**src/rtl/pmbus_target_map.vh**
```
`ifndef PMBUS_TARGET_MAP_VH
`define PMBUS_TARGET_MAP_VH

// Bus addressing
`define ADDR_BASE 7'h10
`define ADDR_ALERT_RESP 7'h0C

// Command codes the block itself reacts to
`define CMD_STORE_ALL 8'h15

// Checksum x^8+x^2+x+1
`define CRC_POLY 8'h07
`define CRC_INIT 8'h00

// Bus rates served, in kHz
`define RATE_STD_KHZ 100
`define RATE_FAST_KHZ 400
`define RATE_FASTPLUS_KHZ 1000

// Data setup before the clock is let go, at the fastest rate
`define CORE_CLK_NS 10
`define DATA_SU_NS 50
`define DATA_SU_CYC ((`DATA_SU_NS + `CORE_CLK_NS - 1) / `CORE_CLK_NS)

// Target states
`define ST_IDLE 3'h0
`define ST_ADDR 3'h1
`define ST_RX 3'h2
`define ST_RXACK 3'h3
`define ST_TX 3'h4
`define ST_TXACK 3'h5
`define ST_SKIP 3'h6

// What a clock hold waits for
`define WAIT_BYTE 2'h0
`define WAIT_RDATA 2'h1
`define WAIT_NONE 2'h2
`define WAIT_MID 2'h3

`endif

```
**src/rtl/pmbus_target_interface.v**
```verilog
// Contract
// - Serve 100 kHz, 400 kHz and 1 MHz clocks
// - Never stretch during the address byte
// - May stretch after command byte bit 0
// - Stretch after read address bit 0
// - Stretch before acknowledging final data byte
// - Long blocks: hold between bits 1, 0
// - Extra checksum clocks mean checksum in use
// - Require-checksum option rejects unchecked writes
// - Alerting: answer alert address with own address
// - Persistent non-communication fault re-raises alert
// - Only store-all commits settings to memory
// - Override picks strap or stored defaults
// - Address from select pin, 0x10 to 0x2F
// - Programming mode: answer bus, no conversion
module pmbus_target_interface (
    // Clock and reset
    input wire core_clk_i,
    input wire rst_n_i,
    // Bus pins
    input wire bus_clock_pin_i,
    output wire bus_clock_pin_o,
    output wire bus_clock_pin_oe_o,
    input wire bus_data_pin_i,
    output wire bus_data_pin_o,
    output wire bus_data_pin_oe_o,
    output wire alert_output_pin_o,
    output wire alert_output_pin_oe_o,
    // Straps and options
    input wire [4:0] address_select_pin_i,
    input wire strap_versus_nvm_select_i,
    input wire require_pec_i,
    input wire [7:0] wr_len_i,
    output wire [6:0] own_addr_o,
    output wire use_strap_defaults_o,
    // Command port
    output reg wr_byte_o,
    output reg [7:0] wr_data_o,
    output reg wr_first_o,
    input wire byte_ready_i,
    output reg wr_commit_o,
    output reg wr_reject_o,
    output reg pec_used_o,
    output reg pec_error_o,
    output reg nvm_store_o,
    output reg rd_req_o,
    input wire [7:0] rd_data_i,
    input wire rd_valid_i,
    output wire [7:0] pec_crc_o,
    // Faults
    input wire fault_event_i,
    input wire noncml_fault_i,
    // Power state
    input wire internal_bias_5v_ok_i,
    input wire analog_input_rail_ok_i,
    input wire power_input_rail_ok_i,
    input wire conversion_request_i,
    output wire conversion_enable_o,
    output wire programming_mode_o
);
`include "pmbus_target_map.vh"

    localparam integer SU_INT = `DATA_SU_CYC;
    localparam [3:0] SU_CYC = SU_INT[3:0];

    reg scl_s1_r, scl_s2_r, scl_d_r;
    reg sda_s1_r, sda_s2_r, sda_d_r;
    reg [2:0] state_r;
    reg [3:0] bit_cnt_r;
    reg [7:0] shift_r;
    reg [7:0] tx_r;
    reg [7:0] crc_r;
    reg [7:0] byte_cnt_r;
    reg [7:0] cmd_r;
    reg is_read_r, is_ara_r, sda_oe_r, scl_oe_r, hold_r, go_r, acked_r;
    reg [1:0] wait_r;
    reg [3:0] su_cnt_r;
    reg init_r, alert_r;
    reg [6:0] own_addr_r;
    reg strap_sel_r;
    wire scl_rise = scl_s2_r & ~scl_d_r;
    wire scl_fall = ~scl_s2_r & scl_d_r;
    wire start_c = scl_s2_r & scl_d_r & sda_d_r & ~sda_s2_r;
    wire stop_c = scl_s2_r & scl_d_r & ~sda_d_r & sda_s2_r;
    wire [7:0] rx_byte = {shift_r[6:0], sda_s2_r};
    wire [7:0] tx_load = is_ara_r ? {own_addr_r, 1'b0} : rd_data_i;
    // Whole byte already sits in shift_r when the eighth clock falls
    wire addr_own = (shift_r[7:1] == own_addr_r);
    wire addr_ara = (shift_r[7:1] == `ADDR_ALERT_RESP) & shift_r[0] & alert_r;
    wire blk_fourth = (byte_cnt_r > 8'h04) & (byte_cnt_r[1:0] == 2'h0);
    wire pec_seen = (byte_cnt_r == wr_len_i + 8'h01);
    wire [7:0] crc_in = (hold_r & wait_r != `WAIT_BYTE) ? tx_load : shift_r;
    wire [7:0] crc_nxt;
    wire ara_done = hold_r & go_r & is_ara_r & (su_cnt_r == 4'h0);
    reg hold_go;

    crc8_byte u_crc (
        .crc_i(crc_r),
        .data_i(crc_in),
        .crc_o(crc_nxt)
    );

    always @* begin
        case (wait_r)
            `WAIT_BYTE: hold_go = byte_ready_i;
            `WAIT_RDATA: hold_go = rd_valid_i;
            `WAIT_MID: hold_go = byte_ready_i;
            default: hold_go = 1'b1;
        endcase
    end

    // Open-drain: only ever pull low
    assign bus_clock_pin_o = 1'b0;
    assign bus_data_pin_o = 1'b0;
    assign alert_output_pin_o = 1'b0;
    assign bus_clock_pin_oe_o = scl_oe_r;
    assign bus_data_pin_oe_o = sda_oe_r;
    assign alert_output_pin_oe_o = alert_r;
    assign own_addr_o = own_addr_r;
    assign use_strap_defaults_o = strap_sel_r;
    assign pec_crc_o = crc_r;
    // Bus stays alive on bias and analog rail; switching needs the power rail too
    assign programming_mode_o = internal_bias_5v_ok_i & analog_input_rail_ok_i
        & ~power_input_rail_ok_i;
    assign conversion_enable_o = conversion_request_i & internal_bias_5v_ok_i
        & analog_input_rail_ok_i & power_input_rail_ok_i;

    always @(posedge core_clk_i or negedge rst_n_i) begin
        if (!rst_n_i) begin
            scl_s1_r <= 1'b1;
            scl_s2_r <= 1'b1;
            scl_d_r <= 1'b1;
            sda_s1_r <= 1'b1;
            sda_s2_r <= 1'b1;
            sda_d_r <= 1'b1;
        end else begin
            scl_s1_r <= bus_clock_pin_i;
            scl_s2_r <= scl_s1_r;
            scl_d_r <= scl_s2_r;
            sda_s1_r <= bus_data_pin_i;
            sda_s2_r <= sda_s1_r;
            sda_d_r <= sda_s2_r;
        end
    end

    // Straps caught once, just after reset release
    always @(posedge core_clk_i or negedge rst_n_i) begin
        if (!rst_n_i) begin
            init_r <= 1'b0;
            own_addr_r <= `ADDR_BASE;
            strap_sel_r <= 1'b0;
        end else if (!init_r) begin
            init_r <= 1'b1;
            own_addr_r <= `ADDR_BASE + {2'h0, address_select_pin_i};
            strap_sel_r <= strap_versus_nvm_select_i;
        end
    end

    // New fault wins over the clear from an alert answer
    always @(posedge core_clk_i or negedge rst_n_i) begin
        if (!rst_n_i) begin
            alert_r <= 1'b0;
        end else if (fault_event_i | (ara_done & noncml_fault_i)) begin
            alert_r <= 1'b1;
        end else if (ara_done) begin
            alert_r <= 1'b0;
        end
    end

    always @(posedge core_clk_i or negedge rst_n_i) begin
        if (!rst_n_i) begin
            state_r <= `ST_IDLE;
            bit_cnt_r <= 4'h0;
            shift_r <= 8'h00;
            tx_r <= 8'h00;
            crc_r <= `CRC_INIT;
            byte_cnt_r <= 8'h00;
            cmd_r <= 8'h00;
            is_read_r <= 1'b0;
            is_ara_r <= 1'b0;
            sda_oe_r <= 1'b0;
            scl_oe_r <= 1'b0;
            hold_r <= 1'b0;
            go_r <= 1'b0;
            acked_r <= 1'b0;
            wait_r <= `WAIT_BYTE;
            su_cnt_r <= 4'h0;
            wr_byte_o <= 1'b0;
            wr_data_o <= 8'h00;
            wr_first_o <= 1'b0;
            wr_commit_o <= 1'b0;
            wr_reject_o <= 1'b0;
            pec_used_o <= 1'b0;
            pec_error_o <= 1'b0;
            nvm_store_o <= 1'b0;
            rd_req_o <= 1'b0;
        end else begin
            wr_byte_o <= 1'b0;
            wr_commit_o <= 1'b0;
            wr_reject_o <= 1'b0;
            nvm_store_o <= 1'b0;
            rd_req_o <= 1'b0;
            if (!init_r) begin
                state_r <= `ST_IDLE;
            end else if (start_c) begin
                if (state_r == `ST_IDLE || state_r == `ST_SKIP) begin
                    crc_r <= `CRC_INIT;
                    byte_cnt_r <= 8'h00;
                end
                state_r <= `ST_ADDR;
                bit_cnt_r <= 4'h0;
                sda_oe_r <= 1'b0;
                scl_oe_r <= 1'b0;
                hold_r <= 1'b0;
            end else if (stop_c) begin
                // Checksum clocks are the only sign of checksum use
                if (!is_read_r && byte_cnt_r != 8'h00 && state_r != `ST_SKIP) begin
                    pec_used_o <= pec_seen;
                    pec_error_o <= pec_seen & (crc_r != 8'h00);
                    if ((pec_seen && crc_r == 8'h00)
                        || (byte_cnt_r == wr_len_i && !require_pec_i)) begin
                        wr_commit_o <= 1'b1;
                        nvm_store_o <= (cmd_r == `CMD_STORE_ALL);
                    end else begin
                        wr_reject_o <= 1'b1;
                    end
                end
                state_r <= `ST_IDLE;
                sda_oe_r <= 1'b0;
                scl_oe_r <= 1'b0;
                hold_r <= 1'b0;
            end else if (hold_r) begin
                // Clock held low; present data, wait setup, then let go
                if (!go_r && hold_go) begin
                    go_r <= 1'b1;
                    su_cnt_r <= SU_CYC;
                    if (wait_r == `WAIT_BYTE) begin
                        sda_oe_r <= 1'b1;
                        state_r <= `ST_RXACK;
                    end else if (wait_r != `WAIT_MID) begin
                        tx_r <= tx_load;
                        crc_r <= crc_nxt;
                        if (state_r == `ST_TXACK) begin
                            sda_oe_r <= ~tx_load[7];
                            bit_cnt_r <= 4'h0;
                            state_r <= `ST_TX;
                        end else begin
                            sda_oe_r <= 1'b1;
                            state_r <= `ST_RXACK;
                        end
                    end
                end else if (go_r && su_cnt_r != 4'h0) begin
                    su_cnt_r <= su_cnt_r - 4'h1;
                end else if (go_r) begin
                    scl_oe_r <= 1'b0;
                    hold_r <= 1'b0;
                    go_r <= 1'b0;
                end
            end else begin
                case (state_r)
                    `ST_ADDR, `ST_RX: begin
                        if (scl_rise) begin
                            shift_r <= rx_byte;
                            bit_cnt_r <= bit_cnt_r + 4'h1;
                        end else if (scl_fall && bit_cnt_r == 4'h7 && state_r == `ST_RX
                                     && blk_fourth && !byte_ready_i) begin
                            scl_oe_r <= 1'b1;
                            hold_r <= 1'b1;
                            wait_r <= `WAIT_MID;
                        end else if (scl_fall && bit_cnt_r == 4'h8) begin
                            bit_cnt_r <= 4'h0;
                            if (state_r == `ST_ADDR) begin
                                is_ara_r <= addr_ara;
                                is_read_r <= shift_r[0];
                                if (!addr_own && !addr_ara) begin
                                    state_r <= `ST_SKIP;
                                end else if (!shift_r[0]) begin
                                    crc_r <= crc_nxt;
                                    sda_oe_r <= 1'b1;
                                    state_r <= `ST_RXACK;
                                end else begin
                                    crc_r <= crc_nxt;
                                    scl_oe_r <= 1'b1;
                                    hold_r <= 1'b1;
                                    wait_r <= addr_ara ? `WAIT_NONE : `WAIT_RDATA;
                                    rd_req_o <= ~addr_ara;
                                end
                            end else begin
                                crc_r <= crc_nxt;
                                byte_cnt_r <= byte_cnt_r + 8'h01;
                                if (byte_cnt_r == 8'h00) begin
                                    cmd_r <= shift_r;
                                end
                                wr_byte_o <= 1'b1;
                                wr_data_o <= shift_r;
                                wr_first_o <= (byte_cnt_r == 8'h00);
                                scl_oe_r <= 1'b1;
                                hold_r <= 1'b1;
                                wait_r <= `WAIT_BYTE;
                            end
                        end
                    end
                    `ST_RXACK: begin
                        if (scl_fall) begin
                            bit_cnt_r <= 4'h0;
                            if (is_read_r) begin
                                sda_oe_r <= ~tx_r[7];
                                state_r <= `ST_TX;
                            end else begin
                                sda_oe_r <= 1'b0;
                                state_r <= `ST_RX;
                            end
                        end
                    end
                    `ST_TX: begin
                        if (scl_rise) begin
                            bit_cnt_r <= bit_cnt_r + 4'h1;
                        end else if (scl_fall && bit_cnt_r == 4'h8) begin
                            sda_oe_r <= 1'b0;
                            state_r <= `ST_TXACK;
                        end else if (scl_fall) begin
                            sda_oe_r <= ~tx_r[~bit_cnt_r[2:0]];
                        end
                    end
                    `ST_TXACK: begin
                        if (scl_rise) begin
                            acked_r <= ~sda_s2_r;
                        end else if (scl_fall && acked_r && !is_ara_r) begin
                            rd_req_o <= 1'b1;
                            scl_oe_r <= 1'b1;
                            hold_r <= 1'b1;
                            wait_r <= `WAIT_RDATA;
                        end else if (scl_fall) begin
                            state_r <= `ST_SKIP;
                        end
                    end
                    default: begin
                        sda_oe_r <= 1'b0;
                    end
                endcase
            end
        end
    end

endmodule

```
**src/rtl/crc8_byte.v**
```verilog
module crc8_byte (
    // Running checksum
    input wire [7:0] crc_i,
    input wire [7:0] data_i,
    output reg [7:0] crc_o
);
`include "pmbus_target_map.vh"

    integer i;

    always @* begin
        crc_o = crc_i ^ data_i;
        for (i = 0; i < 8; i = i + 1) begin
            crc_o = crc_o[7] ? ({crc_o[6:0], 1'b0} ^ `CRC_POLY) : {crc_o[6:0], 1'b0};
        end
    end

endmodule

```
**config.mk**
```make
export PLATFORM = sky130hd
export DESIGN_NAME = pmbus_target_interface
export DESIGN_NICKNAME = d
export VERILOG_FILES = /design/src/rtl/pmbus_target_interface.v /design/src/rtl/crc8_byte.v
export VERILOG_INCLUDE_DIRS = /design/src /design/src/rtl
export SDC_FILE = /design/constraint.sdc
export NUM_CORES = 1
export LEC_CHECK = 0
export BUFFER_PORTS_ARGS = -buffer_cell sky130_fd_sc_hd__buf_2
export CORE_ASPECT_RATIO = 0.9
export CORE_MARGIN = 2
export CORE_UTILIZATION = 53
export DETAILED_ROUTE_END_ITERATION = 6
export HOLD_SLACK_MARGIN = 0.12
export PLACE_DENSITY = 0.78
export RECOVER_POWER = 50
export SETUP_SLACK_MARGIN = 0.1
export SLEW_MARGIN = 20
export SYNTH_ARGS = -nofsm -noshare
export SYNTH_HDL_FRONTEND = slang
export SYNTH_SLANG_ARGS = --single-unit
```
**constraint.sdc**
```tcl
create_clock -name core_clk_i -period 2.2 [get_ports core_clk_i]
set_clock_uncertainty 0.05 [all_clocks]
set_input_delay 0.22 -clock core_clk_i [delete_from_list [all_inputs] [get_ports core_clk_i]]
set_output_delay 0.22 -clock core_clk_i [all_outputs]
set_load 0.01 [all_outputs]
```
==> flow_metrics.env, run 1 <==
export IMPL_synth_area_per_cell_um2=9.72
export IMPL_end_kind="flip-flop"
export IMPL_hold_depth=3
export IMPL_ff2ff_path_depth=8
export IMPL_max_slew_margin_pct=40.0
export IMPL_first_pass_iters=5
export IMPL_drt_iter0_drc=477
export IMPL_cts_tree="done"
export IMPL_layout_drive_gt1_share_pct=40.2
export IMPL_wire_per_inst_um=20.0
export IMPL_synth_top_cell_area_share_pct=37.7
export IMPL_synth_warnings=0
export IMPL_setup_tns_ps=-832
export IMPL_die_y_um=101
export IMPL_reg2reg_setup_slack_ps=-140
export IMPL_vias=5409
export IMPL_status="finished, violations left"
export IMPL_grt_max_degree=39
export IMPL_grt_overflow=0
export IMPL_crit_start="bit_cnt_r[0]$_DFFE_PN0P_"
export IMPL_power_leakage_nw=3.44
export IMPL_cp_slowest_stage_delay_ps=410
export IMPL_syn2layout_area_growth_pct=38.2
export IMPL_ant_nets=0
export IMPL_seqCellArea_um2=2290
export IMPL_grt_pass1_vias=5149
export IMPL_floorplan_initialDensity_pct=54.4
export IMPL_syn_inst=574
export IMPL_power_frac_comb_pct=27.4
export IMPL_clkSinkCount=91
export IMPL_period_share_pct=107
export IMPL_p_int_mw=3.30
export IMPL_crit_end="wait_r[1]$_DFFE_PN0P_"
export IMPL_rsz0062_at_grt="true"
export IMPL_cp_cell_sequence="inv_1, ha_2, nand3b_1, nor4_4, o21ai_2, o211ai_1, nor2b_4, mux2_4"
export IMPL_critPathKind="reg2reg"
export IMPL_dpl_hpwl_mm=11.4
export IMPL_routed_wl_mm=17.8
export IMPL_multiInputGateArea_um2=3470
export IMPL_hold_violations=0
export IMPL_violations="setup timing"
export IMPL_crit_reg2reg_launch="bit_cnt_r[0]$_DFFE_PN0P_"
export IMPL_async_reset_ff_share_pct=100
export IMPL_fp_dieArea_um2=11400
export IMPL_rows=35
export IMPL_core_area_um2=10200
export IMPL_vdd_ir_drop_max_uv=561
export IMPL_io_buffers=70
export IMPL_p_switching_mw=1.62
export IMPL_final_nets=800
export IMPL_htreeDepth=3
export IMPL_cts_path_max_buffers=2
export IMPL_cellPowerDensity_nw_per_um2=638
export IMPL_path_depth=8
export IMPL_cp_required_ps=2390
export IMPL_synth_commonest_cells="dfrtp_1, nand2_1, o21ai_0"
export IMPL_drcViolationCount=0
export IMPL_synth_seq_cells=91
export IMPL_die_w_um=112
export IMPL_cpMaxStageDelayCell="nor4_4"
export IMPL_postLayoutSetupSlackWorst_ps=-144
export IMPL_clk_pin_slew_worst_paths_ps=70
export IMPL_setup_viol=14
export IMPL_power_share_clock_pct=31.9
export IMPL_synth_area_leaders="dfrtp_1, xor2_1, o21ai_0"
export IMPL_start_kind="flip-flop"
export IMPL_path_max_fanout=3
export IMPL_synthDistinctLibCells=83
export IMPL_fin_cells=887
export IMPL_fmax_ghz=0.427
export IMPL_drv_slew=0
export IMPL_crit_buf_inv=1
export IMPL_maxCapViolCount=0
export IMPL_clk_latency_ps=350
export IMPL_numCtsBuffers=9
export IMPL_synth_edf_count=0
export IMPL_fin_area_um2=7710
export IMPL_pin_count=75
export IMPL_vias_per_cell=6.10
export IMPL_reg2reg_to="wait_r[1]$_DFFE_PN0P_"
export IMPL_synth_ff_type="dfrtp_1"
export IMPL_grt_pass1_wl_mm=26.0
export IMPL_yosysMostFrequentCell="dfrtp_1"
export IMPL_yosys_area_top_type="dfrtp_1"
export IMPL_placedInstanceArea_um2=6630
export IMPL_antenna_cells=0
export IMPL_period_minus_slack_ps=2340
export IMPL_hp_class="in2reg"
export IMPL_globalplace_congestion=0.927
export IMPL_root_buffer="clkbuf_16"
export IMPL_pwr_share_seq_pct=40.7
export IMPL_tightestPinTransition_ps=901
export IMPL_antenna_found_initial=0
export IMPL_cp_top_family="simple AND/OR/NAND/NOR gates"
export IMPL_cp_arrival_ps=2530
export IMPL_grt_usage_pct=28.9
export IMPL_switching_share_pct=32.9
export IMPL_fill_cells=636
export IMPL_synth_seq_area_share_pct=41.0
export IMPL_netlist_area_um2=5580
export IMPL_dpl_cell_count=831
export IMPL_total_power_mw=4.92
-- layout make-up --
cell class / instances / share of cell area [%]
Clock buffer: 9 / 2.92
Clock inverter: 7 / 1.10
Inverter: 27 / 1.31
Multi-Input combinational cell: 426 / 45.1
Sequential cell: 91 / 29.7
Tap cell: 129 / 2.09
Timing Repair Buffer: 198 / 17.8
-- worst min-delay path by stage --
stage | startpoint | endpoint | slack (ps)
global route | rd_data_i[2] | tx_r[2]$_DFFE_PN0P_ | 250
finish | rd_data_i[2] | tx_r[2]$_DFFE_PN0P_ | 210
global placement | rst_n_i | alert_output_pin_oe_o$_DFFE_PN0P_ | 160
detailed placement | rst_n_i | alert_output_pin_oe_o$_DFFE_PN0P_ | 160
floorplan | rst_n_i | acked_r$_DFFE_PN0P_ | -130
CTS | rd_data_i[5] | tx_r[5]$_DFFE_PN0P_ | 190
-- what timing repair did --
| item | 4_1_cts | 5_1_grt |
|---|---|---|
| endpoints found under the setup margin | 25 | 53 |
| cloned | 0 | 1 |
| hold buffers | 12 | 0 |
| pin swaps | 18 | 34 |
| endpoints found under the hold margin | 45 | 0 |
| setup buffers | 14 | 18 |
| gates resized for setup | 43 | 73 |
-- through the flow --
step	util [%]	setup slack (ps)	hold WS, ps
final	75.2	-144	211
after global routing	75.2	-193	247
after CTS	71.4	-31.7	187
after detailed placement	64.7	-113	159
after global placement	64.7	-36.4	159
after floorplan	-	-126	-126
-- power by group through the flow --
stage	clock [mW]	combinational [mW]	sequential (mW)
after CTS	1.58	1.21	1.98
after detailed placement	0	1.15	2.02
after floorplan	0	0.687	2.01
after global placement	0	1.09	2.01
final	1.57	1.35	2.00
after global routing	1.65	1.46	2.02
-- layer usage --
metal / vias up / part of all wire (%) / track usage [%]
li1: 2390 / - / -
met2: 309 / 48 / 48.3
met1: 2633 / 40 / 37.6
met3: 77 / 8.3 / 6.10
met5: - / 0 / 0
met4: 0 / 3.9 / 10.8
-- flip-flops by register name, summed over array words and instances (netlist names), 4 cells and up --
signal      flops
bit_cnt_r       4
shift_r         8
pec_crc_o       8
byte_cnt_r      8
tx_r            8
cmd_r           8
own_addr_o      6
wr_data_o       8
su_cnt_r        4
-- cell usage in the layout (no fill, tap or decap), types with 16 or more instances in the layout --
| cell type | instances |
|---|---|
| dfrtp_1 | 79 |
| inv_1 | 25 |
| buf_4 | 99 |
| o21ai_0 | 33 |
| xnor2_1 | 17 |
| nand3_1 | 21 |
| nor2_1 | 37 |
| buf_2 | 59 |
| a21oi_1 | 16 |
| nand2_1 | 48 |
| xor2_1 | 22 |
-- worst reg2reg max path, stage by stage, from the launching register on --
cell      delay [ps]
dfrtp_1          400
inv_1             70
ha_2             160
nand3b_1         220
nor4_4           410
o21ai_2          120
o211ai_1         270
nor2b_4          220
mux2_4           300
-- logic make-up (layout without fill, tap and decap cells) --
logic type / count (synthesis) / count (layout) / synth area share, %
AO/OA/AOI/OAI: 119 / 119 / 14.6
XOR/XNOR: 44 / 44 / 7.16
adder cells (fa/ha/maj): 12 / 12 / 2.69
buffers and inverters: 60 / 241 / 5.12
flip-flops: 91 / 91 / 41.0
multiplexers: 39 / 39 / 8.05
other: 2 / 5 / 0.135
AND/OR/NAND/NOR: 207 / 207 / 21.2
(Power assumes the default switching activity.)
==> run 2, diff against run 1 <==
--- a/config.mk
+++ b/config.mk
@@ -7,11 +7,10 @@
 export NUM_CORES = 1
 export LEC_CHECK = 0
 export BUFFER_PORTS_ARGS = -buffer_cell sky130_fd_sc_hd__buf_2
-export CORE_ASPECT_RATIO = 0.9
+export CORE_ASPECT_RATIO = 0.75
 export CORE_MARGIN = 2
-export CORE_UTILIZATION = 53
+export CORE_UTILIZATION = 55
 export DETAILED_ROUTE_END_ITERATION = 6
-export HOLD_SLACK_MARGIN = 0.12
 export PLACE_DENSITY = 0.78
 export RECOVER_POWER = 50
 export SETUP_SLACK_MARGIN = 0.1
==> constraint.sdc (replaced) <==
create_clock -name core_clk_i -period 2.25 [get_ports core_clk_i]
set_clock_uncertainty 0.05 [all_clocks]
set_input_delay 0.225 -clock core_clk_i [delete_from_list [all_inputs] [get_ports core_clk_i]]
set_output_delay 0.225 -clock core_clk_i [all_outputs]
set_load 0.01 [all_outputs]
==> run 2 against run 1 <==
  * The run still ends with setup timing left
  * Flip-flop and latch count unchanged
  * Register-to-register slack better by 40 ps
  * Clock power decreased by 4%
  * Combinational power about the same
  * Via count up 1.0%
  * First-iteration DRC count fell by 0.21%
  * Maximum frequency is 0.42% lower
  * Routed wire length increased by 3.4%
  * Global-route usage increased by 1.7 points
  * Critical path type unchanged
  * Largest power group unchanged
  * Highest routed layer unchanged
==> flow_metrics.env, run 2 (same netlist as run 1, synthesis figures left out) <==
export IMPL_status="finished, violations left"
export IMPL_violations="setup timing"
export IMPL_final_nets=790
export IMPL_ant_nets=0
export IMPL_wl_met2_mm=8.73
export IMPL_wire_per_inst_um=20.9
export IMPL_ff2ff_path_depth=8
export IMPL_max_slew_margin_pct=32.1
export IMPL_fp_dieArea_um2=11000
export IMPL_syn2layout_area_growth_pct=36.3
export IMPL_clkSinkCount=91
export IMPL_cts_tree="done"
export IMPL_postLayoutSetupSlackWorst_ps=-104
export IMPL_grt_pass1_vias=5008
export IMPL_tightestPinTransition_ps=1020
export IMPL_p_switching_mw=1.61
export IMPL_die_w_um=120
export IMPL_power_frac_comb_pct=27.7
export IMPL_cts_path_max_buffers=2
export IMPL_reg2reg_setup_slack_ps=-100
export IMPL_seqCellArea_um2=2290
export IMPL_vias_per_cell=6.21
export IMPL_fin_cells=880
export IMPL_vdd_ir_drop_max_uv=497
export IMPL_m1WireLength_mm=7.62
export IMPL_crit_end="pec_crc_o[1]$_DFFE_PN0P_"
export IMPL_reg2reg_to="pec_crc_o[1]$_DFFE_PN0P_"
export IMPL_routed_wl_met3_mm=1.58
export IMPL_drcViolationCount=0
export IMPL_clk_latency_ps=350
export IMPL_grt_max_degree=41
export IMPL_io_buffers=70
export IMPL_pwr_share_seq_pct=41.2
export IMPL_grt_usage_pct=30.6
export IMPL_layout_drive_gt1_share_pct=40.0
export IMPL_setup_viol=10
export IMPL_hp_class="in2reg"
export IMPL_p_int_mw=3.21
export IMPL_power_leakage_nw=3.35
export IMPL_drv_slew=0
export IMPL_drt_iter0_drc=476
export IMPL_dpl_hpwl_mm=12.0
export IMPL_grt_pass1_wl_mm=26.2
export IMPL_layout_common_cells="buf_4, dfrtp_1, buf_2"
export IMPL_routed_wl_mm=18.4
export IMPL_period_minus_slack_ps=2350
export IMPL_floorplan_initialDensity_pct=57.1
export IMPL_first_pass_iters=5
export IMPL_hold_violations=0
export IMPL_start_kind="flip-flop"
export IMPL_cp_arrival_ps=2540
export IMPL_setup_tns_ps=-552
export IMPL_maxCapViolCount=0
export IMPL_fmax_ghz=0.425
export IMPL_crit_reg2reg_launch="wait_r[0]$_DFFE_PN0P_"
export IMPL_globalplace_congestion=0.989
export IMPL_rows=31
export IMPL_period_share_pct=105
export IMPL_numCtsBuffers=9
export IMPL_critPathKind="reg2reg"
export IMPL_switching_share_pct=33.4
export IMPL_vias=5464
export IMPL_cp_required_ps=2430
export IMPL_dpl_cell_count=820
export IMPL_htreeDepth=3
export IMPL_end_kind="flip-flop"
export IMPL_hold_ws_ps=19.8
export IMPL_core_area_um2=9770
export IMPL_root_buffer="clkbuf_16"
export IMPL_cellPowerDensity_nw_per_um2=633
export IMPL_power_share_clock_pct=31.2
export IMPL_antenna_found_initial=0
export IMPL_die_y_um=91.2
export IMPL_rsz0062_at_grt="true"
export IMPL_path_max_fanout=3
export IMPL_pin_count=75
export IMPL_mostFrequentLayoutCell="buf_4"
export IMPL_clk_pin_slew_worst_paths_ps=70
export IMPL_multiInputGateArea_um2=3460
export IMPL_antenna_cells=0
export IMPL_routed_top_layer="met4"
export IMPL_grt_overflow=0
export IMPL_fill_cells=641
export IMPL_crit_start="wait_r[0]$_DFFE_PN0P_"
## run 2: cell types whose count changed in the layout (fill, tap and decap cells not counted), sizes merged
cell | previous run | this run
buf | 170 | 158
clkbuf | 25 | 35
dlygate4sd3 | 12 | 4
inv | 28 | 30
clkinv | 5 | 4
clkinvlp | 1 | 0
## run 2: cell type report
cell class,instances,share of cell area (%)
sequential,91,30.2
multi-input combinational,426,45.5
inverter,27,1.33
timing repair buffer,188,16.9
clock inverter,7,0.954
clock buffer,9,2.96
tap,132,2.17
## run 2: per-stage QoR
stage | worst slack (ps) | utilization, % | instance area [µm²] | total power [mW]
6_report | -104 | 77.8 | 7600 | 4.82
4_1_cts | -5.56 | 71.9 | 7030 | 4.61
3_3_place_gp | -34.4 | 66.5 | 6500 | 3.02
3_5_place_dp | -51.4 | 66.5 | 6500 | 3.08
5_1_grt | -161 | 77.8 | 7600 | 4.99
2_1_floorplan | -75.7 | - | 5600 | 2.64
## run 2: metal layers
layer | global-route usage, % | vias to the layer above
met5 | 0 | -
met4 | 7.36 | 0
met3 | 6.09 | 58
met2 | 48.3 | 337
met1 | 43.6 | 2697
li1 | - | 2372
## run 2: timing repair
| action | 4_1_cts | 5_1_grt |
|---|---|---|
| gates cloned | 0 | 2 |
| resized for setup | 27 | 83 |
| pin swaps | 13 | 34 |
| buffers inserted | 12 | 29 |
| setup endpoints to repair | 23 | 59 |
| hold buffers | 4 | 0 |
| endpoints found under the hold margin | 41 | 0 |
## run 2: worst min-delay path by stage
stage             startpoint                                 to  depth (start not counted)
2_1_floorplan        rst_n_i                acked_r$_DFFE_PN0P_                          0
3_3_place_gp         rst_n_i          byte_cnt_r[6]$_DFFE_PN0P_                          1
3_5_place_dp         rst_n_i              wr_reject_o$_DFF_PN0_                          1
4_1_cts        fault_event_i  alert_output_pin_oe_o$_DFFE_PN0P_                          2
5_1_grt        fault_event_i  alert_output_pin_oe_o$_DFFE_PN0P_                          2
6_report       fault_event_i  alert_output_pin_oe_o$_DFFE_PN0P_                          2
## run 2: worst max-delay path: stages, from the launching register on
cell	delay (ps)
dfrtp_1	400
inv_2	110
ha_4	210
nand2b_4	140
a21o_1	210
o31a_1	330
o21a_1	220
or2_4	280
mux2_4	300
## run 2: power by group through the flow
stage / Sequential (mW) / Clock (mW) / Combinational, mW
after detailed placement: 1.99 / 0 / 1.09
after CTS: 1.96 / 1.51 / 1.14
after global routing: 2.00 / 1.58 / 1.42
final: 1.98 / 1.50 / 1.33
after floorplan: 1.97 / 0 / 0.670
after global placement: 1.98 / 0 / 1.04
==> run 3, diff against run 2 <==
--- a/config.mk
+++ b/config.mk
@@ -10,8 +10,9 @@
 export CORE_ASPECT_RATIO = 0.75
 export CORE_MARGIN = 2
 export CORE_UTILIZATION = 55
+export CTS_CLUSTER_SIZE = 40
 export DETAILED_ROUTE_END_ITERATION = 6
-export PLACE_DENSITY = 0.78
+export PLACE_DENSITY_LB_ADDON = 0.08
 export RECOVER_POWER = 50
 export SETUP_SLACK_MARGIN = 0.1
 export SLEW_MARGIN = 20
==> run 3 against run 2 <==
  * The run still ends with setup timing left
  * Core utilization is 0.29 points lower
  * Power up 0.99%
  * Via count decreased by 5.6%
  * Critical path type unchanged
  * Critical endpoint unchanged
  * Largest cell class unchanged
==> flow_metrics.env, run 3 (same netlist as run 1, synthesis figures left out) <==
export IMPL_rows=31
export IMPL_setup_viol=9
export IMPL_floorplan_initialDensity_pct=57.1
export IMPL_die_y_um=91.2
export IMPL_clk_pin_slew_worst_paths_ps=70
export IMPL_start_kind="flip-flop"
export IMPL_reg2reg_setup_slack_ps=-60
export IMPL_fin_cells=878
export IMPL_end_kind="flip-flop"
export IMPL_rsz0062_at_grt="true"
export IMPL_dpl_cell_count=822
export IMPL_grt_max_degree=53
export IMPL_antenna_cells=0
export IMPL_holdPathEnd="alert_output_pin_oe_o$_DFFE_PN0P_"
export IMPL_antenna_found_initial=0
export IMPL_grt_pass1_vias=4685
export IMPL_fp_dieArea_um2=11000
export IMPL_grt_overflow=0
export IMPL_layout_drive_gt1_share_pct=39.1
export IMPL_hold_ws_ps=8.84
export IMPL_critPathKind="reg2reg"
export IMPL_ant_nets=0
export IMPL_drt_iter0_drc=418
export IMPL_violations="setup timing"
export IMPL_final_nets=788
export IMPL_period_share_pct=103
export IMPL_clkSinkCount=91
export IMPL_vias_per_cell=5.87
export IMPL_grt_busiest_layer="met1"
export IMPL_hold_depth=2
export IMPL_cellPowerDensity_nw_per_um2=642
export IMPL_hp_start="fault_event_i"
export IMPL_reg2reg_to="pec_crc_o[1]$_DFFE_PN0P_"
export IMPL_vias=5158
export IMPL_pin_count=75
export IMPL_drv_slew=0
export IMPL_htreeDepth=3
export IMPL_layout_common_cells="buf_4, dfrtp_1, nand2_1, buf_2, nor2_1"
export IMPL_die_w_um=120
export IMPL_drcViolationCount=0
export IMPL_globalplace_congestion=0.971
export IMPL_io_buffers=70
export IMPL_met3_usage_pct=7.60
export IMPL_vdd_ir_drop_max_uv=552
export IMPL_routed_wl_mm=16.7
export IMPL_core_area_um2=9770
export IMPL_hold_violations=0
export IMPL_first_pass_iters=6
export IMPL_cp_arrival_ps=2490
export IMPL_dpl_hpwl_mm=11.6
export IMPL_wire_per_inst_um=19.0
export IMPL_numCtsBuffers=9
export IMPL_cp_required_ps=2430
export IMPL_ff2ff_path_depth=9
export IMPL_path_max_fanout=4
export IMPL_maxCapViolCount=0
export IMPL_period_minus_slack_ps=2310
export IMPL_root_buffer="clkbuf_16"
export IMPL_max_slew_margin_pct=32.3
export IMPL_grtUsageMet2_pct=43.7
export IMPL_tightestPinTransition_ps=1020
export IMPL_cts_path_max_buffers=2
export IMPL_power_leakage_nw=3.34
export IMPL_grt_pass1_wl_mm=25.1
export IMPL_grt_usage_pct=29.4
export IMPL_crit_reg2reg_launch="bit_cnt_r[0]$_DFFE_PN0P_"
export IMPL_syn2layout_area_growth_pct=35.8
export IMPL_postLayoutSetupSlackWorst_ps=-61.7
export IMPL_fmax_ghz=0.433
export IMPL_mostFrequentLayoutCell="buf_4"
export IMPL_seqCellArea_um2=2290
export IMPL_clk_latency_ps=350
export IMPL_status="finished, violations left"
export IMPL_use_met1_pct=44.0
export IMPL_fill_cells=682
export IMPL_multiInputGateArea_um2=3440
export IMPL_cts_tree="done"
export IMPL_hp_class="in2reg"
==> run 3: cell types whose count changed in the layout (fill, tap and decap cells not counted), sizes merged <==
| cell | previous run | this run |
|---|---|---|
| clkbuf | 35 | 38 |
| clkinv | 4 | 2 |
| inv | 30 | 29 |
| bufinv | 0 | 2 |
| buf | 158 | 154 |
==> run 3: final cells by class <==
type                       instances  share of cell area (%)
multi-input combinational        426                    45.4
sequential                        91                    30.2
timing repair buffer             186                    16.6
clock buffer                      10                    3.02
tap                              132                    2.18
inverter                          27                    1.34
clock inverter                     6                    1.26
==> run 3: worst max-delay path by stage <==
| stage | slack [ps] | start | to |
|---|---|---|---|
| finish | -60 | bit_cnt_r[0]$_DFFE_PN0P_ | pec_crc_o[1]$_DFFE_PN0P_ |
| global route | -110 | bit_cnt_r[0]$_DFFE_PN0P_ | pec_crc_o[5]$_DFFE_PN0P_ |
| CTS | -20 | wait_r[0]$_DFFE_PN0P_ | pec_crc_o[1]$_DFFE_PN0P_ |
| detailed placement | -40 | wait_r[0]$_DFFE_PN0P_ | pec_crc_o[4]$_DFFE_PN0P_ |
| global placement | -30 | state_r[0]$_DFFE_PN0P_ | pec_crc_o[1]$_DFFE_PN0P_ |
| floorplan | -80 | wait_r[0]$_DFFE_PN0P_ | pec_crc_o[1]$_DFFE_PN0P_ |
==> run 3: what timing repair did <==
action,CTS,global route
buffers inserted,9,25
endpoints found under the hold margin,41,0
hold buffers,4,0
pin swaps,12,39
endpoints found under the setup margin,29,55
cloned,0,2
gates resized for setup,34,86
==> run 3: worst max-delay path, stage by stage (launching register included) <==
cell,delay (ps)
dfrtp_1,400
inv_1,70
ha_2,160
nand3b_1,240
nor4_4,340
buf_4,170
o21a_1,130
o21ai_2,60
or2_4,270
mux2_4,300
==> run 3: metrics by stage <==
step / TNS [ps] / power [mW] / cell area, µm² / setup WS (ps) / utilization, %
2_1_floorplan: -151 / 2.64 / 5600 / -75.7 / -
3_3_place_gp: -57.5 / 3.03 / 6520 / -29.0 / 66.7
3_5_place_dp: -140 / 3.07 / 6520 / -43.7 / 66.7
4_1_cts: -55.9 / 4.77 / 7080 / -21.3 / 72.5
5_1_grt: -1540 / 5.08 / 7570 / -111 / 77.5
6_report: -254 / 4.86 / 7570 / -61.7 / 77.5
==> run 3: layer usage <==
layer / up-vias / share of wire (%)
met4: 0 / 0.61
met3: 12 / 10
met2: 257 / 45
li1: 2370 / -
met1: 2519 / 44
met5: - / 0
==> run 3: power breakdown <==
group	switching, mW	internal, mW	total [mW]
combinational	0.629	0.600	1.23
sequential	0.187	1.78	1.97
clock	0.679	0.987	1.67
total	1.49	3.37	4.86
